File: config.mk
export PLATFORM = sky130hd
export DESIGN_NAME = wdc_top
export DESIGN_NICKNAME = d
export VERILOG_FILES = /design/src/rtl/wdc_pkg.sv /design/src/rtl/wdc_cnt_if.sv /design/src/rtl/wdc_counter.sv /design/src/rtl/wdc_top.sv
export SDC_FILE = /design/constraint.sdc
export NUM_CORES = 1
export LEC_CHECK = 0
export BUFFER_PORTS_ARGS = -buffer_cell sky130_fd_sc_hd__buf_2
export CORE_ASPECT_RATIO = 0.7
export CORE_MARGIN = 2
export CORE_UTILIZATION = 35
export CTS_BUF_LIST = sky130_fd_sc_hd__clkbuf_4
export DETAILED_ROUTE_END_ITERATION = 10
export PLACE_DENSITY_LB_ADDON = 0.3
export SYNTH_ARGS = -nofsm -noshare
export SYNTH_HDL_FRONTEND = slang
export SYNTH_SLANG_ARGS = --single-unit
File: constraint.sdc
create_clock -name clk -period 3.7 [get_ports clk]
set_input_delay 0 -clock clk [delete_from_list [all_inputs] [get_ports clk]]
set_output_delay 0 -clock clk [all_outputs]
set_load 0.01 [all_outputs]
File: src/rtl/wdc_pkg.sv
// ****************************************************************
// Watchdog control constants
// ****************************************************************
package wdc_pkg;
    // Register byte offsets
    localparam logic [7:0] WDC_OFF_CTL = 8'h00;
    localparam logic [7:0] WDC_OFF_CAUSE = 8'h04;
    localparam logic [7:0] WDC_OFF_CMD = 8'h08;
    localparam logic [7:0] WDC_OFF_STS = 8'h0C;
    localparam logic [7:0] WDC_OFF_MASK = 8'h10;

    // Control/status field positions
    localparam int WDC_B_IF = 7;
    localparam int WDC_B_IE = 6;
    localparam int WDC_B_SEL3 = 5;
    localparam int WDC_B_CE = 4;
    localparam int WDC_B_RE = 3;
    localparam int WDC_B_SEL_HI = 2;
    localparam int WDC_B_CAUSE = 3;
    localparam int WDC_B_RESTART = 0;
    localparam int WDC_B_EV_TO = 0;
    localparam int WDC_B_EV_RST = 1;

    // Reset values
    localparam logic [3:0] WDC_SEL_RST = 4'h0;
    localparam logic [1:0] WDC_EV_RST_VAL = 2'h0;

    // Cycle counts
    localparam logic [2:0] WDC_UNLOCK_CYCLES = 3'h4;
    localparam logic [20:0] WDC_BASE_CYCLES = 21'h00_0800;
    localparam logic [3:0] WDC_SEL_MAX = 4'h9;

    // Watchdog modes, one-hot
    typedef enum logic [3:0] {
        WDC_MODE_STOP = 4'b0001,
        WDC_MODE_IRQ = 4'b0010,
        WDC_MODE_RST = 4'b0100,
        WDC_MODE_BOTH = 4'b1000
    } wdc_mode_t;

    // Last count of a period; reserved codes fall back to the longest
    function automatic logic [19:0] wdc_last(input logic [3:0] sel);
        logic [3:0] s;
        logic [20:0] p;
        s = (sel > WDC_SEL_MAX) ? WDC_SEL_MAX : sel;
        p = WDC_BASE_CYCLES << s;
        p = p - 21'h00_0001;
        return p[19:0];
    endfunction
endpackage

File: src/rtl/wdc_cnt_if.sv
`timescale 1ns/1ps
// ****************************************************************
// Control to counter link
// ****************************************************************
interface wdc_cnt_if;
    logic tick;
    logic run;
    logic restart;
    logic [3:0] sel;
    logic timeout;
    logic [19:0] count;

    modport ctl (output tick, output run, output restart, output sel,
                 input timeout, input count);
    modport cnt (input tick, input run, input restart, input sel,
                 output timeout, output count);
endinterface

File: src/rtl/wdc_counter.sv
`timescale 1ns/1ps
// ****************************************************************
// Watchdog oscillator cycle counter
// ****************************************************************
module wdc_counter (
    // Clock and reset
    input wire logic clk,
    input wire logic rst_n,
    // Link to control
    wdc_cnt_if.cnt cif
);
    import wdc_pkg::*;

    logic [19:0] count_q;
    logic timeout_q;
    logic [19:0] last;

    // Selected period, only looked at while running
    assign last = wdc_last(cif.sel);

    // Count ticks, wrap and flag at the selected period
    always_ff @(posedge clk or negedge rst_n) begin
        if (!rst_n) begin
            count_q <= 20'h0_0000;
            timeout_q <= 1'b0;
        end else if (cif.restart || !cif.run) begin
            count_q <= 20'h0_0000;
            timeout_q <= 1'b0;
        end else if (cif.tick && count_q == last) begin
            count_q <= 20'h0_0000;
            timeout_q <= 1'b1;
        end else begin
            count_q <= cif.tick ? count_q + 20'h0_0001 : count_q;
            timeout_q <= 1'b0;
        end
    end

    assign cif.count = count_q;
    assign cif.timeout = timeout_q;
endmodule

File: src/rtl/wdc_top.sv
`timescale 1ns/1ps
// Operation
// - Unlock bit self-clears after four cycles
// - Reset enable reads set while cause flag set
// - Reset enable clears only after flag cleared
// - Four-bit select at bits 5 and 2:0
// - Period is 2048 times two to select, select capped at 9
// - Select governs counting only while running
// - Enables choose interrupt, reset or stopped mode
// - Both enabled: interrupt first, then reset
// - Interrupt flag set on timeout in interrupt or dual mode, cleared two ways
module wdc_top (
    // Clock and reset
    input wire logic clk,
    input wire logic rst_n,
    // Avalon-MM slave
    input wire logic [7:0] avs_address,
    input wire logic avs_read,
    input wire logic avs_write,
    input wire logic [31:0] avs_writedata,
    input wire logic [3:0] avs_byteenable,
    output logic [31:0] avs_readdata,
    output logic avs_waitrequest,
    // Watchdog oscillator and CPU side
    input wire logic wd_osc,
    input wire logic vec_ack,
    output logic wd_irq_req,
    output logic sys_reset_req,
    // Summary interrupt
    output logic irq
);
    import wdc_pkg::*;

    wdc_cnt_if cif ();

    logic ack_q;
    logic req;
    logic wr_acc;
    logic rd_take;
    logic [7:0] wd;
    logic hit_ctl;
    logic hit_cause;
    logic hit_cmd;
    logic hit_sts;
    logic hit_mask;
    logic wd_irq_flag_q;
    logic wd_irq_enable_q;
    logic wde_q;
    logic wde_eff;
    logic [3:0] sel_q;
    logic [2:0] unl_cnt_q;
    logic unlock;
    logic open_req;
    logic cause_q;
    logic osc_q;
    logic set_if;
    logic rst_ev;
    logic rst_q;
    logic [1:0] sts_q;
    logic [1:0] mask_q;
    logic [7:0] ctl_view;
    logic [31:0] rd_d;
    wdc_mode_t mode;

    // ****************************************************************
    // Bus slave
    // ****************************************************************
    // One wait state: answer lands on the second edge after the request rises
    assign req = avs_read | avs_write;
    assign avs_waitrequest = req & ~ack_q;
    assign wr_acc = avs_write & ack_q & avs_byteenable[0];
    assign rd_take = avs_read & ~ack_q;
    assign wd = avs_writedata[7:0];
    assign hit_ctl = wr_acc && avs_address == WDC_OFF_CTL;
    assign hit_cause = wr_acc && avs_address == WDC_OFF_CAUSE;
    assign hit_cmd = wr_acc && avs_address == WDC_OFF_CMD;
    assign hit_sts = wr_acc && avs_address == WDC_OFF_STS;
    assign hit_mask = wr_acc && avs_address == WDC_OFF_MASK;

    // Acknowledge toggles so back-to-back requests each wait once
    always_ff @(posedge clk or negedge rst_n) begin
        if (!rst_n) begin
            ack_q <= 1'b0;
        end else begin
            ack_q <= req & ~ack_q;
        end
    end

    // Read mux; unmapped offsets read zero
    always_comb begin
        rd_d = 32'h0000_0000;
        unique case (avs_address)
            WDC_OFF_CTL: rd_d[7:0] = ctl_view;
            WDC_OFF_CAUSE: rd_d[WDC_B_CAUSE] = cause_q;
            WDC_OFF_STS: rd_d[1:0] = sts_q;
            WDC_OFF_MASK: rd_d[1:0] = mask_q;
            default: rd_d = 32'h0000_0000;
        endcase
    end

    // Read data captured in the wait cycle, stands at the answer edge
    always_ff @(posedge clk or negedge rst_n) begin
        if (!rst_n) begin
            avs_readdata <= 32'h0000_0000;
        end else if (rd_take) begin
            avs_readdata <= rd_d;
        end
    end

    // ****************************************************************
    // Control and status register
    // ****************************************************************
    assign unlock = unl_cnt_q != 3'h0;
    assign wde_eff = wde_q | cause_q;
    assign open_req = hit_ctl && wd[WDC_B_CE] && wd[WDC_B_RE];
    assign ctl_view = {wd_irq_flag_q, wd_irq_enable_q, sel_q[3], unlock, wde_eff, sel_q[2:0]};

    // Unlock window; a fresh open restarts the four cycles
    always_ff @(posedge clk or negedge rst_n) begin
        if (!rst_n) begin
            unl_cnt_q <= 3'h0;
        end else if (open_req) begin
            unl_cnt_q <= WDC_UNLOCK_CYCLES;
        end else if (unlock) begin
            unl_cnt_q <= unl_cnt_q - 3'h1;
        end
    end

    // Reset enable: set freely, cleared only inside the window
    always_ff @(posedge clk or negedge rst_n) begin
        if (!rst_n) begin
            wde_q <= 1'b0;
        end else if (hit_ctl && unlock) begin
            wde_q <= wd[WDC_B_RE] | cause_q;
        end else if (hit_ctl) begin
            wde_q <= wde_q | wd[WDC_B_RE];
        end
    end

    // Period select only moves inside the window
    always_ff @(posedge clk or negedge rst_n) begin
        if (!rst_n) begin
            sel_q <= WDC_SEL_RST;
        end else if (hit_ctl && unlock) begin
            sel_q <= {wd[WDC_B_SEL3], wd[WDC_B_SEL_HI:0]};
        end
    end

    // Interrupt enable; servicing in dual mode drops back to reset mode
    always_ff @(posedge clk or negedge rst_n) begin
        if (!rst_n) begin
            wd_irq_enable_q <= 1'b0;
        end else if (hit_ctl) begin
            wd_irq_enable_q <= wd[WDC_B_IE];
        end else if (vec_ack && mode == WDC_MODE_BOTH) begin
            wd_irq_enable_q <= 1'b0;
        end
    end

    // ****************************************************************
    // Timeout actions
    // ****************************************************************
    assign mode = (wde_eff && wd_irq_enable_q) ? WDC_MODE_BOTH :
                  wde_eff ? WDC_MODE_RST :
                  wd_irq_enable_q ? WDC_MODE_IRQ : WDC_MODE_STOP;

    // Dual mode resets only if the first interrupt went unserviced
    always_comb begin
        set_if = 1'b0;
        rst_ev = 1'b0;
        unique case (mode)
            WDC_MODE_STOP: set_if = 1'b0;
            WDC_MODE_IRQ: set_if = cif.timeout;
            WDC_MODE_RST: rst_ev = cif.timeout;
            WDC_MODE_BOTH: begin
                set_if = cif.timeout & ~wd_irq_flag_q;
                rst_ev = cif.timeout & wd_irq_flag_q;
            end
        endcase
    end

    // Interrupt flag: set wins over vector or write-one clear
    always_ff @(posedge clk or negedge rst_n) begin
        if (!rst_n) begin
            wd_irq_flag_q <= 1'b0;
        end else if (set_if) begin
            wd_irq_flag_q <= 1'b1;
        end else if (vec_ack || (hit_ctl && wd[WDC_B_IF])) begin
            wd_irq_flag_q <= 1'b0;
        end
    end

    // Reset cause flag: watchdog reset sets it, writing zero clears it
    always_ff @(posedge clk or negedge rst_n) begin
        if (!rst_n) begin
            cause_q <= 1'b0;
        end else if (rst_ev) begin
            cause_q <= 1'b1;
        end else if (hit_cause && !wd[WDC_B_CAUSE]) begin
            cause_q <= 1'b0;
        end
    end

    // System reset request, one cycle
    always_ff @(posedge clk or negedge rst_n) begin
        if (!rst_n) begin
            rst_q <= 1'b0;
        end else begin
            rst_q <= rst_ev;
        end
    end
    assign sys_reset_req = rst_q;
    assign wd_irq_req = wd_irq_flag_q & wd_irq_enable_q;

    // ****************************************************************
    // Counter hookup
    // ****************************************************************
    // Oscillator taken as synchronous; rising edge is one tick
    always_ff @(posedge clk or negedge rst_n) begin
        if (!rst_n) begin
            osc_q <= 1'b0;
        end else begin
            osc_q <= wd_osc;
        end
    end
    assign cif.tick = wd_osc & ~osc_q;
    assign cif.run = mode != WDC_MODE_STOP;
    assign cif.restart = hit_cmd && wd[WDC_B_RESTART];
    assign cif.sel = sel_q;

    wdc_counter u_counter (
        .clk(clk),
        .rst_n(rst_n),
        .cif(cif)
    );

    // ****************************************************************
    // Event status and mask
    // ****************************************************************
    // Sticky events, write one to clear, set wins
    always_ff @(posedge clk or negedge rst_n) begin
        if (!rst_n) begin
            sts_q <= WDC_EV_RST_VAL;
        end else begin
            sts_q[WDC_B_EV_TO] <= cif.timeout |
                (sts_q[WDC_B_EV_TO] & ~(hit_sts & wd[WDC_B_EV_TO]));
            sts_q[WDC_B_EV_RST] <= rst_ev |
                (sts_q[WDC_B_EV_RST] & ~(hit_sts & wd[WDC_B_EV_RST]));
        end
    end

    // Mask, same layout as status
    always_ff @(posedge clk or negedge rst_n) begin
        if (!rst_n) begin
            mask_q <= WDC_EV_RST_VAL;
        end else if (hit_mask) begin
            mask_q <= wd[1:0];
        end
    end
    assign irq = |(sts_q & mask_q);
endmodule

Word-level counts from Yosys, hierarchy flattened
Index checks and enable logic that the tools add are counted.
{"block": "totals", "rom_bits": 0, "mem_count": 0, "word_cells": 104, "latchBits": 0, "ram_bits": 0, "output_inout_bits": 36, "reg_bits": 47}
{"block": "classes", "n_mul": 0, "add_sub_neg": 3, "magnitude_cmp": 1, "bitwise_logic": 24, "eq_ne": 9, "div": 0, "n_shift": 1, "n_mux": 25, "reduce_logical": 27}
{"operator": "$mux 20", "count": 3}
{"operator": "$add 20x1->20 const B", "count": 1}
{"operator": "$eq 20x20->1", "count": 1}
{"operator": "$shl 12x4->20 const A", "count": 1}
{"operator": "$sub 20x1->20 const B", "count": 1}
{"operator": "$eq 8x4->1 const B", "count": 2}
{"operator": "$logic_and 1x1->1", "count": 14}
{"operator": "$and 1x1->1", "count": 12}
{"operator": "$mux 4", "count": 3}
{"operator": "$mux 1", "count": 11}
{"operator": "$reduce_bool 2->1", "count": 5}
{"operator": "$mux 3", "count": 3}
{"operator": "$eq 8x3->1 const B", "count": 1}
{"operator": "$eq 8x5->1 const B", "count": 1}
{"operator": "$logic_not 8->1", "count": 1}
{"operator": "$or 1x1->1", "count": 6}
{"operator": "$pmux 1 s2", "count": 3}
{"operator": "$pmux 2 s3", "count": 1}
{"operator": "$reduce_bool 3->1", "count": 2}
{"operator": "$not 1->1", "count": 5}
{"operator": "$eq 4x2->1 const B", "count": 1}
{"operator": "$eq 4x3->1 const B", "count": 1}
{"operator": "$eq 4x4->1 const B", "count": 1}
{"operator": "$gt 4x4->1 const B", "count": 1}
{"operator": "7 further kinds", "count": 9}

Longest topological paths before layout
{"block": "logic_depth", "word_depth": 8, "mapped_depth": 12, "ltp_nobuf": 9}

Cells and area by module
From an unflattened synthesis, not the netlist that was laid out.
{"block": "hier_totals", "hier_cells": 300, "area_unflattened_um2": 2890.3}
{"mod": "wdc_top", "cells_per_inst": 136, "instances": 1, "area_per_inst_um2": 1460.2}
{"mod": "wdc_counter", "cells_per_inst": 164, "instances": 1, "area_per_inst_um2": 1430.1}

Worst setup path after synthesis
No wires, ideal clock.
{"block": "synth_timing", "kind": "reg-to-reg", "from": "reg sel_q[3], in the netlist cif.sel[3]", "to": "reg u_counter.count_q[13], in the netlist u_counter.cif.count[13]", "n_path_buf": 3, "synth_period_minus_slack_ns": 2.861, "path_stages_with_launch": 13, "t_required_ns": 3.570, "setup_ns": 0.130, "slack_ns": 0.839, "arrival_time_ns": 2.731, "path_cell_list": "dfrtp_1 buf_2 nor4_2 inv_1 ha_1 buf_6 or4b_4 a211o_1 o211ai_2 nand4bb_4 buf_6 a31oi_1 o22ai_1"}
{"block": "synth_via", "elab_chain_len": 8}
{"element": "from (decl)", "line": "wdc_top.sv:50", "source": "logic [3:0] sel_q;"}
{"element": "from (signal assigned)", "line": "wdc_top.sv:145", "source": "sel_q <= {wd[WDC_B_SEL3], wd[WDC_B_SEL_HI:0]};"}
{"element": "$gt 4x4->1", "line": "wdc_pkg.sv:45", "source": "s = (sel > WDC_SEL_MAX) ? WDC_SEL_MAX : sel;"}
{"element": "$mux 4 (*)", "line": "wdc_pkg.sv:45"}
{"element": "$shl 12x4->20 (*)", "line": "wdc_pkg.sv:46", "source": "p = WDC_BASE_CYCLES << s;"}
{"element": "$sub 20x1->20 (*)", "line": "wdc_pkg.sv:47", "source": "p = p - 21'h00_0001;"}
{"element": "$eq 20x20->1 (*)", "line": "wdc_counter.sv:29", "source": "end else if (cif.tick && count_q == last) begin"}
{"element": "$logic_and 1x1->1 (*)", "line": "wdc_counter.sv:29"}
{"element": "$mux 20", "line": "wdc_counter.sv:29"}
{"element": "$mux 20", "line": "wdc_counter.sv:26", "source": "end else if (cif.restart || !cif.run) begin"}
{"element": "to (signal assigned)", "line": "wdc_counter.sv:33", "source": "count_q <= cif.tick ? count_q + 20'h0_0001 : count_q;"}
{"element": "to (decl)", "line": "wdc_counter.sv:14", "source": "logic [19:0] count_q;"}
Mark *: on every way between the ends. The rest lies on a longest branch, timed or not.
A chain may end at the register's enable or synchronous reset.

Worst setup path in the final report
{"block": "layout_timing", "from": "reg sel_q[0], in the netlist cif.sel[0]", "to": "reg u_counter.count_q[17], in the netlist u_counter.cif.count[17]"}
Same word-level chain as after synthesis.

==> impl_metrics.json <==
{
  "status": "complete, no violations",
  "root_buffer": "clkbuf_4",
  "vias": 2493,
  "layout_commonest_cell": "dfrtp_1",
  "grt_max_degree": 48,
  "routed_wl_um": 6730,
  "setup_violations": 0,
  "grt_pass1_vias": 2312,
  "pwr_density_cell_mw_per_mm2": 293,
  "final_cell_mix": "dfrtp_1, buf_2, nand2_1",
  "ys_async_sr_fraction_pct": 100,
  "hp-class": "in2reg",
  "synth_ff_type": "dfrtp_1",
  "relSlewSlack_pct": 25.4,
  "cts.htree.levels": 2,
  "clkSinkCount": 47,
  "final_nets": 428,
  "numPortBuffers": 34,
  "clk_latency_ns": 0.37,
  "grt_use_total_pct": 15.3,
  "ys_seq_area_share_pct": 40.1,
  "p_leak_nw": 1.53,
  "peakVddDrop_mv": 0.123,
  "combPwrFrac_pct": 17.6,
  "finalSetupTns_ns": 0,
  "met3_usage_pct": 2.49,
  "crit_type": "reg2reg",
  "finalClockSkew_ns": 0.00757,
  "synth.area.top_cells": "dfrtp_1, buf_4, nand2_1",
  "cts_buffer_depth": 2,
  "maxCapViolations": 0,
  "numCtsBuffers": 5,
  "grt-ovfl-total": 0,
  "grt_antenna_before_repair": 0,
  "syn_to_final_growth_pct": 12.9,
  "yosys_warnings": 0,
  "dr.pass1.iters": 4,
  "synth_area_leader_cell": "dfrtp_1",
  "use_met2_pct": 23.2,
  "initial_utilization_pct": 36.7,
  "rsz0062_at_grt": "false",
  "viasPerCell": 5.24,
  "clk_pin_slew_worst_paths_ns": 0.15,
  "final_antenna_net_count": 0,
  "grt.busiest_layer": "met2",
  "ff2ff_path_depth": 9,
  "gp_congestion": 0.848,
  "wl_per_cell_um": 14.1,
  "synth_top_cell_area_share_pct": 40.1,
  "synth_edf_count": 0,
  "switchingPower_uw": 294,
  "period_share_pct": 86.6,
  "cts_tree": "done",
  "drive_gt1_share_pct": 17.1,
  "num_io_pins": 86,
  "n_antenna_cell": 0,
  "p_clk_share_pct": 26.2,
  "grtUsageMet1_pct": 22.8,
  "required_ns": 3.95,
  "slew_viol_final": 0,
  "fin_crit_ns": 3.21,
  "yosysUniqueCellTypes": 61,
  "final_hold_viol_count": 0,
  "ys_ff_latch": 47,
  "worstMarginPinSlew_ns": 1.12,
  "syn_inst": 325,
  "cp_data_arrival_time_ns": 3.46,
  "drc": 0,
  "fmaxAchievable_mhz": 312,
  "dieArea_sq_mm": 0.00915,
  "p_int_uw": 676,
  "cts_resized": 0,
  "syn_area_sq_mm": 0.00294,
  "end_kind": "flop",
  "chipWidth_um": 113,
  "core_area_sq_mm": 0.00801,
  "critPathCapture": "u_counter.cif.count[17]",
  "p_sw_share_pct": 30.3,
  "post-cts-setup-buffers": 0,
  "fin_util_pct": 41.4,
  "grt_pass1_wl_um": 11300,
  "startpoint_type": "flop",
  "syn_area_per_cell_sq_um": 9.04,
  "die_y_um": 80.6,
  "r2r_setup_slack_ns": 0.49,
  "drt_iter0_drc": 149,
  "path_max_fanout": 15,
  "rows": 27,
  "dp_hpwl_um": 4820,
  "p_seq_share_pct": 56.2,
  "r2r_start": "cif.sel[0]",
  "crit_start": "cif.sel[0]",
  "reg2reg_to": "u_counter.cif.count[17]"
}
## how the worst min path moves through the flow
stage | start | endpoint | cells after the start
5_1_grt | avs_address[2] | cause_q | 4
3_5_place_dp | wd_osc | osc_q | 1
3_3_place_gp | rst_n | u_counter.cif.count[14] | 2
2_1_floorplan | rst_n | ack_q | 0
6_report | avs_address[2] | cause_q | 4
4_1_cts | avs_address[2] | cause_q | 4
## synthesized netlist by cell type (4+ instances only)
library cell	n
inv_1	17
o311ai_1	4
nand4_1	14
and3_1	8
ha_1	4
a21oi_1	12
xnor2_1	5
dfrtp_1	47
nand2_1	33
nor3_1	8
nor2_1	24
mux2_2	4
a31oi_1	4
buf_2	6
nor2b_1	5
and2_1	4
xor2_1	5
nand2b_1	8
nand3_1	12
buf_4	25
o21ai_0	19
o211ai_1	4
## metrics by stage
| stage | hold slack [ns] | worst slack (ns) | area [sq um] | total power, mW | std cells |
|---|---|---|---|---|---|
| after global placement | 0.138 | 0.538 | 3120 | 0.710 | 454 |
| after detailed placement | 0.143 | 0.495 | 3120 | 0.717 | 454 |
| after global routing | 0.0370 | 0.281 | 3310 | 1.02 | 476 |
| after CTS | 0.00319 | 0.479 | 3310 | 0.981 | 476 |
| after floorplan | -0.296 | 0.839 | 3020 | 0.684 | 348 |
| final | 0.0251 | 0.495 | 3310 | 0.971 | 476 |
## critical path, cell delays in order (launching register included)
cell	delay (ns)
dfrtp_1	0.53
nor4_2	0.34
inv_1	0.08
ha_1	0.32
or4b_4	0.58
a211o_1	0.28
o211ai_2	0.11
nand4bb_4	0.28
nand2_1	0.39
o311ai_1	0.17
## metal layers
metal  vias to the layer above  wire length [um]
met3                         6               355
li1                       1217                 -
met2                        57              2940
met5                         -                 0
met4                         0                46
met1                      1213              3390
## repair_timing
item,in CTS,in global routing
hold endpoints to repair,63,0
hold buffers,14,0
setup endpoints to repair,0,0
## power groups by stage
stage	clock, mW	sequential (mW)	combinational (mW)
after global placement	0	0.555	0.155
after global routing	0.279	0.549	0.195
after floorplan	0	0.554	0.130
after detailed placement	0	0.556	0.161
final	0.254	0.546	0.170
after CTS	0.263	0.546	0.172
## registers in the layout (all words and copies together) (netlist names), 2 cells and up
name	count
u_counter.cif.count	20
mask_q	2
cif.sel	4
unl_cnt_q	3
sts_q	2
avs_readdata	8
## logic make-up (layout without fill, tap and decap cells)
group                      count (synthesis)  count (layout)  share of synthesized area, %
other                                      1              24                         0.128
DFF                                       47              47                          40.1
buffers and inverters                     52              79                          10.6
AOI/OAI and AO/OA                         73              73                          17.3
muxes                                      6               6                          2.22
adders and majority gates                  4               4                          1.70
xor gates and xnor gates                  10              10                          2.98
and+or+nand+nor                          132             132                          25.1
## layout make-up
cell class,count,area (sq um)
sequential,47,1180
timing repair buffer,54,355
fill,774,4690
inverter,17,63.8
clock buffer,5,37.5
clock inverter,3,20.0
multi-input combinational,249,1540
tap,101,126
(Power assumes the default switching activity.)
